File: config.mk
export PLATFORM = sky130hd
export DESIGN_NAME = rmbc_top
export DESIGN_NICKNAME = d
export VERILOG_FILES = /design/src/shared/rmbc_pkg.sv /design/src/hdl/rmbc_defaults.sv /design/src/hdl/rmbc_top.sv
export VERILOG_INCLUDE_DIRS = /design/src /design/src/shared
export SDC_FILE = /design/constraint.sdc
export NUM_CORES = 1
export LEC_CHECK = 0
export CORE_MARGIN = 10
export CORE_UTILIZATION = 55
export DETAILED_ROUTE_END_ITERATION = 10
export DONT_BUFFER_PORTS = 1
export PLACE_DENSITY = 0.7
export SYNTH_ARGS = -nofsm -noshare
export SYNTH_HDL_FRONTEND = slang
export SYNTH_SLANG_ARGS = --single-unit
File: constraint.sdc
create_clock -name clock -period 3.85 [get_ports clock]
set_input_delay 0 -clock clock [delete_from_list [all_inputs] [get_ports clock]]
set_output_delay 0 -clock clock [all_outputs]
set_load 0.05 [all_outputs]
File: src/shared/rmbc_consts.svh
/*
 * Constants of the reset, mode and bias control block: register offsets,
 * field positions, reset values per strap preset and timing figures.
 * Assumes it is included by bare name from the package and the design files.
 */
`ifndef RMBC_CONSTS_SVH
`define RMBC_CONSTS_SVH

// Register port geometry.
`define RMBC_ADDR_W 6
`define RMBC_DATA_W 8

// Register offsets.
`define RMBC_OFS_POWER_MODE 6'h00
`define RMBC_OFS_CONV_LOW_POWER 6'h07
`define RMBC_OFS_RX_BIAS 6'h13

// Field positions.
`define RMBC_SOFT_RESET_BIT 5
`define RMBC_CONV_LOW_POWER_BIT 4
`define RMBC_CGA_HI 7
`define RMBC_CGA_LO 5
`define RMBC_FGA_HI 4
`define RMBC_FGA_LO 3
`define RMBC_CONV_HI 2
`define RMBC_CONV_LO 0

// Converter bias code that the low-power bit stands for.
`define RMBC_CONV_LOW_POWER_CODE 3'h3

// Reset values; the bias register is the same for every preset.
`define RMBC_RX_BIAS_RESET 8'h00
`define RMBC_PMC_DEF_HALF_SPI 8'h00
`define RMBC_PMC_DEF_HALF_LEGACY 8'h01
`define RMBC_PMC_DEF_FULL_LEGACY 8'h02
`define RMBC_PMC_DEF_FULL_SPI 8'h00
`define RMBC_CLP_DEF_HALF_SPI 8'h00
`define RMBC_CLP_DEF_HALF_LEGACY 8'h00
`define RMBC_CLP_DEF_FULL_LEGACY 8'h10
`define RMBC_CLP_DEF_FULL_SPI 8'h00

// Timing at 200 MHz.
`define RMBC_CLK_PERIOD_PS 5000
`define RMBC_RESET_MIN_NS 50
`define RMBC_RESET_MIN_CYC ((`RMBC_RESET_MIN_NS * 1000 + `RMBC_CLK_PERIOD_PS - 1) / `RMBC_CLK_PERIOD_PS)

`endif

File: src/shared/rmbc_pkg.sv
/*
 * Types of the reset, mode and bias control block.
 * Assumes rmbc_consts.svh is on the include path.
 */
`include "rmbc_consts.svh"

package rmbc_pkg;

    // Default register preset picked by the two straps.
    typedef enum logic [1:0] {
        RMBC_PRESET_HALF_SPI,
        RMBC_PRESET_HALF_LEGACY,
        RMBC_PRESET_FULL_LEGACY,
        RMBC_PRESET_FULL_SPI
    } rmbc_preset_e;

    // Strap levels as caught at power-up.
    typedef struct packed {
        logic duplex;
        logic preset;
    } rmbc_straps_s;

    // Receive bias control word, in register bit order.
    typedef struct packed {
        logic [2:0] coarse;
        logic [1:0] fine;
        logic [2:0] conv;
    } rmbc_bias_s;

    // Sequencer states.
    typedef enum logic [1:0] {
        RMBC_BOOT,
        RMBC_IDLE,
        RMBC_HELD,
        RMBC_CAL
    } rmbc_state_e;

endpackage : rmbc_pkg

File: src/hdl/rmbc_defaults.sv
/*
 * Preset table: maps the strap-selected preset to the default values of the
 * mode registers, with registered read data.
 * Assumes the preset input is stable for a cycle before its data is used.
 */
`timescale 1ns/1ps
`default_nettype none
`include "rmbc_consts.svh"

module rmbc_defaults
    import rmbc_pkg::*;
(
    input wire logic clock,
    input wire rmbc_preset_e preset,
    output logic [7:0] pmc_default,
    output logic [7:0] clp_default
);

    // Combinational table look-up.
    logic [7:0] next_pmc;
    logic [7:0] next_clp;

    always_comb begin
        unique case (preset)
            RMBC_PRESET_HALF_SPI: begin
                next_pmc = `RMBC_PMC_DEF_HALF_SPI;
                next_clp = `RMBC_CLP_DEF_HALF_SPI;
            end
            RMBC_PRESET_HALF_LEGACY: begin
                next_pmc = `RMBC_PMC_DEF_HALF_LEGACY;
                next_clp = `RMBC_CLP_DEF_HALF_LEGACY;
            end
            RMBC_PRESET_FULL_LEGACY: begin
                next_pmc = `RMBC_PMC_DEF_FULL_LEGACY;
                next_clp = `RMBC_CLP_DEF_FULL_LEGACY;
            end
            RMBC_PRESET_FULL_SPI: begin
                next_pmc = `RMBC_PMC_DEF_FULL_SPI;
                next_clp = `RMBC_CLP_DEF_FULL_SPI;
            end
        endcase
    end

    // Read data leaves through a register, like a small ROM.
    always_ff @(posedge clock) begin
        pmc_default <= next_pmc;
        clp_default <= next_clp;
    end

endmodule : rmbc_defaults

`default_nettype wire

File: src/hdl/rmbc_top.sv
/*
 * Reset, mode and bias control: strap capture, hardware and software reset
 * sequencing, calibration start and the receive bias register.
 * Assumes the reset pin and register port are synchronous to clock, and
 * that sys_rst is held for at least two edges at power-up.
 */
`timescale 1ns/1ps
`default_nettype none
`include "rmbc_consts.svh"

module rmbc_top
    import rmbc_pkg::*;
(
    input wire logic clock,
    input wire logic sys_rst,
    input wire logic reset_pin_n,
    input wire logic duplex_strap,
    input wire logic preset_strap,
    input wire logic serial_port_select_n,
    input wire logic reg_wr,
    input wire logic reg_rd,
    input wire logic [`RMBC_ADDR_W-1:0] reg_addr,
    input wire logic [`RMBC_DATA_W-1:0] reg_wdata,
    input wire logic cal_done,
    output logic [`RMBC_DATA_W-1:0] reg_rdata,
    output logic reg_rvalid,
    output logic full_duplex,
    output logic [2:0] coarse_gain_amp_bias,
    output logic [1:0] fine_gain_amp_bias,
    output logic [2:0] converter_bias,
    output logic cal_start,
    output logic cal_busy
);

    // Straps caught while the power-up reset is applied.
    rmbc_straps_s straps;
    // Sequencer state.
    rmbc_state_e state;
    // Mode registers.
    logic [7:0] power_mode_control;
    logic [7:0] converter_low_power_control;
    rmbc_bias_s rx_bias_adjust;
    // Soft reset request, one cycle long.
    logic soft_pending;
    // Defaults delivered by the preset table.
    logic [7:0] pmc_default;
    logic [7:0] clp_default;

    // Decode wires.
    wire port_enabled = ~serial_port_select_n;
    wire pin_low = ~reset_pin_n;
    wire access_ok = port_enabled && !pin_low && state != RMBC_BOOT;
    wire wr_ok = reg_wr && access_ok;
    wire hit_pmc = reg_addr == `RMBC_OFS_POWER_MODE;
    wire hit_clp = reg_addr == `RMBC_OFS_CONV_LOW_POWER;
    wire hit_bias = reg_addr == `RMBC_OFS_RX_BIAS;
    wire soft_req = wr_ok && hit_pmc && reg_wdata[`RMBC_SOFT_RESET_BIT];
    // Defaults load on power-up, while the pin is low, and on soft reset.
    wire load_defaults = state == RMBC_BOOT || pin_low || soft_pending;
    wire rmbc_preset_e preset_sel = rmbc_preset_e'({straps.duplex, straps.preset});
    wire [2:0] next_conv_bias = converter_low_power_control[`RMBC_CONV_LOW_POWER_BIT]
        ? `RMBC_CONV_LOW_POWER_CODE : rx_bias_adjust.conv;
    wire [7:0] rd_mux = hit_pmc ? power_mode_control
        : hit_clp ? converter_low_power_control
        : hit_bias ? rx_bias_adjust
        : 8'h00;

    // Preset table; its outputs are ready one edge after the straps settle.
    rmbc_defaults u_defaults (
        .clock(clock),
        .preset(preset_sel),
        .pmc_default(pmc_default),
        .clp_default(clp_default)
    );

    // Straps are sampled only under the power-up reset, then frozen.
    always_ff @(posedge clock) begin
        if (sys_rst) begin
            straps <= '{duplex: duplex_strap, preset: preset_strap};
        end
    end

    // Sequencer: boot, idle, pin held low, calibration running.
    always_ff @(posedge clock) begin
        if (sys_rst) begin
            state <= RMBC_BOOT;
        end else begin
            unique case (state)
                RMBC_BOOT: begin
                    state <= pin_low ? RMBC_HELD : RMBC_IDLE;
                end
                RMBC_IDLE: begin
                    if (pin_low) begin
                        state <= RMBC_HELD;
                    end
                end
                RMBC_HELD: begin
                    // Calibration waits for the pin to come back high.
                    if (!pin_low) begin
                        state <= RMBC_CAL;
                    end
                end
                RMBC_CAL: begin
                    // A new low pulse aborts and restarts the sequence.
                    if (pin_low) begin
                        state <= RMBC_HELD;
                    end else if (cal_done) begin
                        state <= RMBC_IDLE;
                    end
                end
            endcase
        end
    end

    // Soft reset request lasts one cycle, so the bit clears itself.
    always_ff @(posedge clock) begin
        if (sys_rst) begin
            soft_pending <= 1'b0;
        end else begin
            soft_pending <= soft_req && !soft_pending;
        end
    end

    // Mode registers; the soft reset bit is never stored.
    // Note that nothing here touches the transmit filter state: flushing it
    // is left to the data path.
    always_ff @(posedge clock) begin
        if (sys_rst || load_defaults) begin
            power_mode_control <= pmc_default;
            converter_low_power_control <= clp_default;
            rx_bias_adjust <= `RMBC_RX_BIAS_RESET;
        end else if (wr_ok) begin
            if (hit_pmc && !soft_req) begin
                power_mode_control <= reg_wdata;
            end
            if (hit_clp) begin
                converter_low_power_control <= reg_wdata;
            end
            if (hit_bias) begin
                rx_bias_adjust <= reg_wdata;
            end
        end
    end

    // Register read port: one-cycle answer, unmapped offsets read zero.
    always_ff @(posedge clock) begin
        if (sys_rst) begin
            reg_rdata <= 8'h00;
            reg_rvalid <= 1'b0;
        end else begin
            reg_rvalid <= reg_rd && access_ok;
            reg_rdata <= (reg_rd && access_ok) ? rd_mux : 8'h00;
        end
    end

    // Block outputs, all registered.
    always_ff @(posedge clock) begin
        if (sys_rst) begin
            full_duplex <= 1'b0;
            coarse_gain_amp_bias <= 3'h0;
            fine_gain_amp_bias <= 2'h0;
            converter_bias <= 3'h0;
            cal_start <= 1'b0;
            cal_busy <= 1'b0;
        end else begin
            full_duplex <= straps.duplex;
            coarse_gain_amp_bias <= rx_bias_adjust.coarse;
            fine_gain_amp_bias <= rx_bias_adjust.fine;
            converter_bias <= next_conv_bias;
            // Only the pin path reaches the calibration start.
            cal_start <= state == RMBC_HELD && !pin_low;
            cal_busy <= state == RMBC_HELD ? !pin_low
                : state == RMBC_CAL && !pin_low && !cal_done;
        end
    end
endmodule : rmbc_top

`default_nettype wire

# Word-level counts from Yosys, hierarchy flattened
# Index checks and enable logic that the tools add are counted.
# W data, S select, Z words.
# word_totals
register_bits	65
in_bits	23
output_inout_bits	20
word_cells	85
# classes
n_eq_ne	11
mux	19
bitwise	3
reduce_logical	32
# op_table
cell	count
$mux W8	9
$pmux W8 S3	1
$pmux W8 S2	1
$mux W2	6
$logic_and A1 B1 Y1	11
$eq A2 B2 Y1 const B	4
$pmux W2 S4	1
$reduce_bool A2 Y1	4
$eq A6 B3 Y1 const B	1
$eq A6 B5 Y1 const B	1
$logic_not A6 Y1	1
$reduce_and A2 Y1	3
$reduce_or A2 Y1	3
$eq A2 B1 Y1 const B	2
$logic_not A2 Y1	2
$ne A2 B2 Y1 const B	2
$logic_not A1 Y1	3
$logic_or A1 B1 Y1	3
$ne A3 B3 Y1 const B	1
$not A1 Y1	3
$reduce_and A3 Y1	1
$reduce_or A3 Y1	1
$mux W1	1

# Logic depth before layout (Yosys ltp)
# Gate-level depths: netlist of the first run.
# depth
word_depth	11
mapped_depth	6
depth_no_buf	5

# By module
# Synthesis of the first run repeated with hierarchy kept, for this count alone.
# unflattened
cells_unflattened	200
hier_area_um2	2094.5
# by_module_without_submodules
module	n_inst	cells_each	area_per_inst_um2	seq_area_each_um2
rmbc_top	1	181	1930.6	1161.1
rmbc_defaults	1	19	163.9	40.0

# Worst setup path after synthesis of the first run
# Ideal clock, no wire load.
# synth_path
path_type	reg-to-reg
start	register state[0]
end	register power_mode_control[0], enable pin
setup_time_ps	375
arrival_ps	1408
required_ps	3475
slack_ps	2067
stages_incl_launch_ff	5
path_buffers	0
synth_period_minus_slack_ps	1783
cell_sequence	dfxtp_1 > inv_1 > ha_1 > nand4bb_2 > o31ai_2
# synth_via
elab_chain_len	9
elab_cells_between_ends	14
classes_between	14 x reduce/logical
# synth_lines
item	line_no	rtl
from (decl)	rmbc_top.sv:38	rmbc_state_e state;
from (signal assigned)	rmbc_top.sv:90	state <= pin_low ? RMBC_HELD : RMBC_IDLE;
$reduce_bool A2 Y1	rmbc_top.sv:52	wire access_ok = port_enabled && !pin_low && state != RMBC_BOOT;
$logic_and A1 B1 Y1	rmbc_top.sv:52	
$logic_and A1 B1 Y1	rmbc_top.sv:53	wire wr_ok = reg_wr && access_ok;
$logic_and A1 B1 Y1 (2 in series)	rmbc_top.sv:57	wire soft_req = wr_ok && hit_pmc && reg_wdata[`RMBC_SOFT_RESET_BIT];
$logic_not A1 Y1	rmbc_top.sv:133	if (hit_pmc && !soft_req) begin
$logic_and A1 B1 Y1	rmbc_top.sv:133	
$reduce_bool A2 Y1 (no source line)	-	
$reduce_and A2 Y1 (no source line) *	-	
to (signal assigned)	rmbc_top.sv:129	power_mode_control <= pmc_default;
to (signal assigned)	rmbc_top.sv:134	power_mode_control <= reg_wdata;
to (decl)	rmbc_top.sv:40	logic [7:0] power_mode_control;
# Mark *: on every way between the ends. The rest lies on a longest branch, timed or not.
# A chain may end at the register's enable or synchronous reset.

# Worst setup path in the final report of the first run
# layout_path
start	register state[0]
end	register power_mode_control[4], enable pin
# Same word-level chain as after synthesis.

==> flow_summary.ini, run 1 <==
[run_status]
status = completed

[grt]
antenna_found_initial = 0
grt_pass1_wl_mm = 7.182
gr-usage-all-layers = 0.1409
grt_overflow = 0
grt_pass1_vias = 1400
grt_max_degree = 21

[final_layout]
layout.cells.non_filler = 244
syn2layout_area_growth_pct = 11.15
drive_above_1_share = 0.1071
diodes = 0
finish.utilization = 0.6336
final_nets = 222

[detailed_routing]
firstDrtPassIters = 4
met2_length_mm = 2.316
drc = 0
num_vias = 1368
post_drt_wl_per_cell_um = 18.24
highest_layer = met4
met1Wirelength_mm = 1.768
drt_iter0_markers = 148
ant_nets = 0
dr_wl_met3_um = 303
drt-vias-per-instance = 5.607
routed_wl_mm = 4.451

[synth]
syn_nets = 210
yosysWarnings = 0
synth_area_um2 = 2087
synth_edf_count = 18
ys.flop_type = dfxtp_1
yosysUniqueCellTypes = 34
avgSynthCellArea_um2 = 11.40
synth_top_cell_by_area = dfxtp_1
ys_seq_elements = 51
synth_most_common_cell = dfxtp_1
ys_top_cells_by_area = dfxtp_1 (32%), edfxtp_1 (26%), a311oi_2 (5.8%)
synth_top_area_frac = 0.3165
ys_top_cells_by_count = dfxtp_1 (33), nand2_1 (20), edfxtp_1 (18)
synth_cells = 183
async_reset_ff_frac = 0
ys_seq_area_frac = 0.5755

[power]
p_per_area_nw_per_um2 = 423.7
p_comb_frac = 0.080
p_sw_frac = 0.2400
p_leak_nw = 0.9317
seq_power_share = 0.629
internal_power_w = 0.0007470
ir_drop_mv = 0.2891
p_total_w = 0.0009829
power_switching_w = 0.0002359
clkPwrFrac = 0.291

[setup_path]
arrival_ns = 1.96
start_kind = flop
path_class = flop to flop
worst-path-max-fanout = 8
critPathRequiredTime_ns = 3.79
end_kind = flop

[floorplanning]
die_width_um = 81.60
io_pins = 43
die_area_um2 = 6659
fp.dieH_um = 81.60
coreArea_um2 = 3661
initial_utilization = 0.5701
core.rowCount = 22

[flow_run]
cap_violations = 0

[placed_design]
gp_congestion = 0.8399
numPortBuffers = 0
dp_hpwl_mm = 3.227
dp_cells = 221

[clocking]
cts_buffers = 5
root_buffer = clkbuf_8
cts.clk_slew.worst_paths_ns = 0.08
cts_resized = 0
clkSinkCount = 51
h-tree-depth = 2
max-clock-path-buffers = 2
clk-insertion-delay-late_ns = 0.30
cts_tree = done

[timing]
rsz0062_at_grt = no
setup_viol = 0
period_minus_slack_ns = 2.020
final-hold-violation-count = 0
worstMarginPinSlew_ns = 0.8833
finalCritPeriodShare = 0.5248
setup_tns_ns = 0
finalClockSkew_ns = 0.002631
max_slew_margin = 0.4066
slew_viol_final = 0
max_freq_ghz = 0.4949

[worst_hold_path]
hold_class = primary input to flop
==> cells in the final DEF (no fill, tap or decap), drive strengths merged, types with 2 or more instances in the layout <==
cell type	count
dlygate4sd3	15
o21ai	2
nor2b	9
dfxtp	33
nand3	8
nand4b	8
nand2	20
or3	3
a311oi	8
ha	4
clkinv	2
edfxtp	18
and3	3
nor2	7
mux2i	8
inv	15
nor3	11
or4	2
nand2b	3
clkbuf	6
==> routing by layer <==
metal / up-vias / GRT usage
met4: 0 / 0.05102
met1: 644 / 0.1577
li1: 671 / -
met5: - / 0
met3: 7 / 0.05131
met2: 46 / 0.2417
==> cells by family (layout without fill, tap and decap cells) <==
logic type,count (synthesis),after routing,synth area share
mux,8,8,0.03837
flops,51,51,0.5755
simple gates,80,80,0.2182
buf+inv,26,39,0.06115
fa+ha+maj,4,4,0.02398
compound gates,14,14,0.08273
==> path summary, 6_finish.rpt <==
| path | start | endpoint | slack (ns) | cells after the start |
|---|---|---|---|---|
| max | state[0] | power_mode_control[4] | 1.83 | 4 |
| min | reset_pin_n | state[0] | 0.02 | 2 |
| max reg2reg | state[0] | power_mode_control[4] | 1.83 | 4 |
| min reg2reg | preset_sel[0] | u_defaults.pmc_default[1] | 0.46 | 1 |
==> layout make-up <==
| type | instances | area (um^2) |
|---|---|---|
| clock buffers | 6 | 72.57 |
| clock inverters | 2 | 7.507 |
| fillers | 289 | 1341 |
| inverters | 15 | 56.30 |
| multi-input cells | 106 | 764.5 |
| flip-flops and latches | 51 | 1201 |
| well taps | 48 | 60.06 |
| repair buffers | 16 | 157.7 |
==> worst max-delay path: stages (launching register included) <==
cell and delay [ns]:
dfxtp_1 0.40, inv_1 0.08, ha_1 0.23, nand4bb_2 0.29
o31ai_2 0.66
==> state kept, by name (all words and copies together) (netlist names) <==
signal and flops:
reg_rvalid 1, full_duplex 1, power_mode_control 8, rx_bias_adjust 8, converter_low_power_control 8, coarse_gain_amp_bias 3
reg_rdata 8, preset_sel 2, cal_start 1, converter_bias 3, u_defaults.pmc_default 2, state 2
cal_busy 1, soft_pending 1, fine_gain_amp_bias 2
==> what timing repair did <==
item,in CTS,in global routing
hold endpoints to repair,50,0
hold buffers,15,0
buffers inserted,0,0
==> power by group through the flow <==
stage                     clock, W  combinational, W  sequential (W)
after CTS                 0.000295         0.0000788        0.000617
after floorplan                  0         0.0000540        0.000624
final                     0.000286         0.0000789        0.000618
after global placement           0         0.0000591        0.000629
after detailed placement         0         0.0000628        0.000630
after global routing      0.000319         0.0000890        0.000621
==> stage by stage <==
stage / area (um^2) / hold WS [ns] / setup WS (ns)
3_3_place_gp: 2090 / 0.07468 / 1.871
5_1_grt: 2320 / 0.02119 / 1.678
4_1_cts: 2320 / 0.01410 / 1.834
6_report: 2320 / 0.01943 / 1.830
2_1_floorplan: 2087 / 0.07161 / 2.067
3_5_place_dp: 2090 / 0.07664 / 1.803
No activity file was read; power rests on OpenSTA's default activity.
==> run 2: changes to the inputs <==
--- a/config.mk
+++ b/config.mk
@@ -10,7 +10,7 @@
 export CORE_UTILIZATION = 55
 export DETAILED_ROUTE_END_ITERATION = 10
 export DONT_BUFFER_PORTS = 1
-export PLACE_DENSITY = 0.7
+export PLACE_DENSITY = 0.73
 export SYNTH_ARGS = -nofsm -noshare
 export SYNTH_HDL_FRONTEND = slang
 export SYNTH_SLANG_ARGS = --single-unit
==> constraint.sdc (replaced) <==
create_clock -name clock -period 1.7 [get_ports clock]
set_input_delay 0 -clock clock [delete_from_list [all_inputs] [get_ports clock]]
set_output_delay 0 -clock clock [all_outputs]
set_load 0.05 [all_outputs]
==> run 2 against run 1 <==
Sequential share of layout area decreased by 3.9 points. Critical path depth increased by 1. Setup slack got worse by 1.8 ns. Critical path type unchanged. Largest cell class unchanged. Largest power group unchanged.
==> flow_summary.ini, run 2 (synthesis results as in run 1) <==
[detailed_routing]
routed_wl_mm = 4.751
drt_iter0_markers = 95
drt-vias-per-instance = 5.625
firstDrtPassIters = 4
post_drt_wl_per_cell_um = 18.34
ant_nets = 0
drc = 0
num_vias = 1457

[timing]
holdWs_ns = 0.006012
fin_ws_ns = 0.06998
worstMarginPinSlew_ns = 0.6946
max_freq_ghz = 0.6135
rsz0062_at_grt = yes
slew_viol_final = 0
max_slew_margin = 0.5352
final-hold-violation-count = 0
finalCritPeriodShare = 0.9588
period_minus_slack_ns = 1.630
finalClockSkew_ns = 0.005204
setup_viol = 0

[grt]
grt_pass1_vias = 1577
antenna_found_initial = 0
grt_max_degree = 17
grt_overflow = 0
grt_pass1_wl_mm = 7.514
gr-usage-all-layers = 0.1497

[setup_path]
critPathMaxStageDelay_ns = 0.52
path_class = flop to flop
r2r_slack_ns = 0.07
start_kind = flop
critPathRequiredTime_ns = 1.89
arrival_ns = 1.82
cp_slowest_cell = or3_4
timing.rr.end = rx_bias_adjust[2]
r2r.worst_path.cells = 5
r2r_start = state[0]
worst-path-max-fanout = 8
end_kind = flop
cp_cell_sequence = inv_1 > ha_2 > nand4bb_4 > or3_4 > mux2i_1

[final_layout]
multi_input_area_um2 = 794.5
seq_area_um2 = 1204
layout_commonest_cell = dfxtp_1
final_nets = 237
final_cell_mix = dfxtp_1 (31), nand2_1 (20), edfxtp_1 (18)
diodes = 0
drive_above_1_share = 0.1991
syn2layout_area_growth_pct = 20.44
fin_area_um2 = 2514
fill_cells = 265

[clocking]
cts.clk_slew.worst_paths_ns = 0.09
cts_tree = done
max-clock-path-buffers = 2
clkSinkCount = 51
clk-insertion-delay-late_ns = 0.31
root_buffer = clkbuf_8
h-tree-depth = 2
cts_buffers = 5

[power]
p_per_area_nw_per_um2 = 986.0
ir_drop_mv = 0.7915
p_total_w = 0.002479
p_leak_nw = 1.038

[floorplanning]
die_area_um2 = 6659
fp.dieH_um = 81.60
core.rowCount = 22
initial_utilization = 0.5701
coreArea_um2 = 3661
die_width_um = 81.60
io_pins = 43

[worst_hold_path]
min-delay-start = reset_pin_n
hold_depth = 2
min_to = state[0]
hold_class = primary input to flop

[run_status]
status = completed

[placed_design]
gp_congestion = 0.8078
numPortBuffers = 0
dp_hpwl_mm = 3.304
placed_cell_area_um2 = 2187
pre_cts_ws_ns = -0.1966

[flow_run]
cap_violations = 0
-- run 2: worst max-delay path by stage --
stage / start / to / slack [ns] / cells past startpoint
3_3_place_gp: state[0] / power_mode_control[7] / -0.13 / 4
4_1_cts: state[0] / power_mode_control[5] / 0.06 / 4
5_1_grt: state[1] / converter_low_power_control[6] / -0.01 / 6
6_report: state[0] / rx_bias_adjust[2] / 0.07 / 5
2_1_floorplan: state[0] / power_mode_control[0] / -0.08 / 4
3_5_place_dp: state[0] / power_mode_control[7] / -0.20 / 4
-- run 2: critical path: cells and delay by family (launching register included) --
family	cells	cell delay [ns]
simple gates	2	0.78
buf+inv	1	0.05
flops	1	0.33
mux	1	0.16
fa+ha+maj	1	0.19
-- run 2: metrics by stage --
stage	utilization	setup TNS, ns	cells
final	0.6866	0	259
after global routing	0.6866	-0.07547	259
after CTS	0.6774	0	257
after detailed placement	0.5974	-2.456	234
after global placement	0.5974	-1.512	234
after floorplan	-	-1.242	183
-- run 2: power breakdown --
group          total [W]  leakage, nW  switching (W)  internal [W]
combinational   0.000242        0.507       0.000124      0.000118
sequential       0.00139        0.475      0.0000588       0.00133
clock           0.000843       0.0562       0.000404      0.000439
-- run 2: repair_timing --
item / in CTS / in global routing
endpoints found under the hold margin: 58 / 0
gates resized for setup: 6 / 3
hold buffers: 16 / 0
cloned: 0 / 0
endpoints found under the setup margin: 16 / 12
pin swaps: 0 / 2
setup buffers: 0 / 3
-- run 2: area by class of cell --
cell class,count,share of cell area
Clock inverter,3,0.01692
Clock buffer,5,0.02738
Multi-Input combinational cell,106,0.3161
Timing Repair Buffer,31,0.1145
Inverter,15,0.02240
Sequential cell,51,0.4788
Tap cell,48,0.02389
-- run 2: routing by layer --
metal | wire length, um | global-route usage
met1 | 1747 | 0.1511
met3 | 355 | 0.06114
met5 | 0 | 0
met4 | 66 | 0.05102
met2 | 2581 | 0.2733
==> run 3: changes to the inputs <==
--- a/config.mk
+++ b/config.mk
@@ -10,7 +10,7 @@
 export CORE_UTILIZATION = 55
 export DETAILED_ROUTE_END_ITERATION = 10
 export DONT_BUFFER_PORTS = 1
-export PLACE_DENSITY = 0.73
+export PLACE_DENSITY = 0.7
 export SYNTH_ARGS = -nofsm -noshare
 export SYNTH_HDL_FRONTEND = slang
 export SYNTH_SLANG_ARGS = --single-unit
==> constraint.sdc (replaced) <==
create_clock -name clock -period 1.9 [get_ports clock]
set_input_delay 0 -clock clock [delete_from_list [all_inputs] [get_ports clock]]
set_output_delay 0 -clock clock [all_outputs]
set_load 0.05 [all_outputs]
==> run 3 against run 2 <==
Clock-buffer cell count up 1. Register-to-register slack better by 0.02 ns. Wire length down 6.9%. Non-clock buffer count down 5. Hold slack better by 0.0098 ns. Sequential power down 11%. Die area unchanged. Largest power group unchanged.
==> flow_summary.ini, run 3 (synthesis results as in run 1) <==
[run_status]
status = completed

[grt]
grt_max_degree = 16
grt_pass1_vias = 1525
gr-usage-all-layers = 0.1441
grt_pass1_wl_mm = 7.307
antenna_found_initial = 0
grt_overflow = 0

[timing]
finalClockSkew_ns = 0.004047
setup_viol = 0
max_freq_ghz = 0.5524
worstMarginPinSlew_ns = 0.6538
setup_tns_ns = 0
finalCritPeriodShare = 0.9528
final-hold-violation-count = 0
period_minus_slack_ns = 1.810
slew_viol_final = 0
holdWs_ns = 0.01582
rsz0062_at_grt = no
max_slew_margin = 0.5627

[power]
p_leak_nw = 0.9869
p_per_area_nw_per_um2 = 836.3
internal_power_w = 0.001542
p_sw_frac = 0.2413
p_comb_frac = 0.097
seq_power_share = 0.613
p_total_w = 0.002032
power_switching_w = 0.0004903
clkPwrFrac = 0.291
ir_drop_mv = 0.5427

[setup_path]
critPathRequiredTime_ns = 1.91
worst-path-max-fanout = 8
cp_common_cell = buf_4
critPathMaxStageDelay_ns = 0.34
cp_num_buf_inv = 3
end_kind = flop
start_kind = flop
path_class = flop to flop
cp_slowest_cell = dfxtp_1
r2r_slack_ns = 0.09
cp_cell_sequence = inv_1 > ha_1 > nand4bb_2 > buf_4 > o31ai_2 > buf_4
crit_family = buffers and inverters
arrival_ns = 1.82

[detailed_routing]
met1Wirelength_mm = 1.650
ant_nets = 0
met2_length_mm = 2.422
routed_wl_mm = 4.422
drt_iter0_markers = 49
dr_wl_met3_um = 287
highest_layer = met4
num_vias = 1406
post_drt_wl_per_cell_um = 17.41
drt-vias-per-instance = 5.535
firstDrtPassIters = 5
drc = 0

[clocking]
h-tree-depth = 2
postCtsSetupBuffers = 0
root_buffer = clkbuf_8
max-clock-path-buffers = 2
clkSinkCount = 51
cts_tree = done
cts.clk_slew.worst_paths_ns = 0.08
cts_buffers = 5
clk-insertion-delay-late_ns = 0.30

[final_layout]
seq_area_um2 = 1201
drive_above_1_share = 0.1699
diodes = 0
final_cell_mix = dfxtp_1 (33), nand2_1 (20), edfxtp_1 (18)
finish.utilization = 0.6637
final_nets = 232
multi_input_area_um2 = 782.0
layout.cells.non_filler = 254
layout_commonest_cell = dfxtp_1
fill_cells = 298
syn2layout_area_growth_pct = 16.43

[floorplanning]
fp.dieH_um = 81.60
initial_utilization = 0.5701
die_width_um = 81.60
die_area_um2 = 6659
io_pins = 43
coreArea_um2 = 3661
core.rowCount = 22

[placed_design]
numPortBuffers = 0
dp_hpwl_mm = 3.172
dp_cells = 231
gp_congestion = 0.7983

[worst_hold_path]
hold_class = primary input to flop

[flow_run]
cap_violations = 0
-- run 3: cell types whose count changed in the layout (fill, tap and decap cells not counted), sizes merged --
| cell | change |
|---|---|
| buf | -4 |
| bufinv | -1 |
| clkbuf | +1 |
| clkinvlp | +1 |
| dlymetal6s4s | -1 |
| inv | -1 |
-- run 3: cell type report --
class                           instances  area share
Tap cell                               48     0.02472
Multi-Input combinational cell        106      0.3218
Timing Repair Buffer                   26      0.1009
Inverter                               15     0.02317
Clock buffer                            6     0.02987
Clock inverter                          2    0.005149
Sequential cell                        51      0.4943
-- run 3: final timing paths --
check                     start                         to  cells after the start
hold reg to reg   preset_sel[0]  u_defaults.pmc_default[1]                      1
setup / recovery       state[0]      power_mode_control[0]                      6
setup reg to reg       state[0]      power_mode_control[0]                      6
hold / removal      reset_pin_n                   state[0]                      2
-- run 3: power by group through the flow --
stage / Clock [W] / Combinational [W] / Sequential (W)
finish: 0.000591 / 0.000196 / 0.00124
global route: 0.000652 / 0.000216 / 0.00125
CTS: 0.000611 / 0.000194 / 0.00125
detailed placement: 0 / 0.000158 / 0.00127
global placement: 0 / 0.000148 / 0.00127
floorplan: 0 / 0.000109 / 0.00127
-- run 3: stage by stage --
step	setup slack (ns)	cell area, um^2
final	0.08962	2430
after detailed placement	-0.01551	2177
after global placement	0.1246	2177
after global routing	0.02255	2430
after floorplan	0.1169	2087
after CTS	0.03835	2416
-- run 3: what timing repair did --
| action | in CTS | in global routing |
|---|---|---|
| resized for setup | 1 | 2 |
| hold endpoints to repair | 50 | 0 |
| hold buffers | 15 | 0 |
| endpoints found under the setup margin | 8 | 5 |
-- run 3: worst reg2reg max path: cells and delay by family, from the launching register on --
family	cells	cell delay, ns
adder cells (fa/ha/maj)	1	0.24
buffers and inverters	3	0.47
AO/OA/AOI/OAI	1	0.21
AND/OR/NAND/NOR	1	0.27
flip-flops	1	0.34
-- run 3: per-layer routing --
metal	vias to the layer above	global-route usage
li1	686	-
met1	678	0.1409
met3	7	0.05459
met5	-	0
met2	35	0.2662
met4	0	0.06122
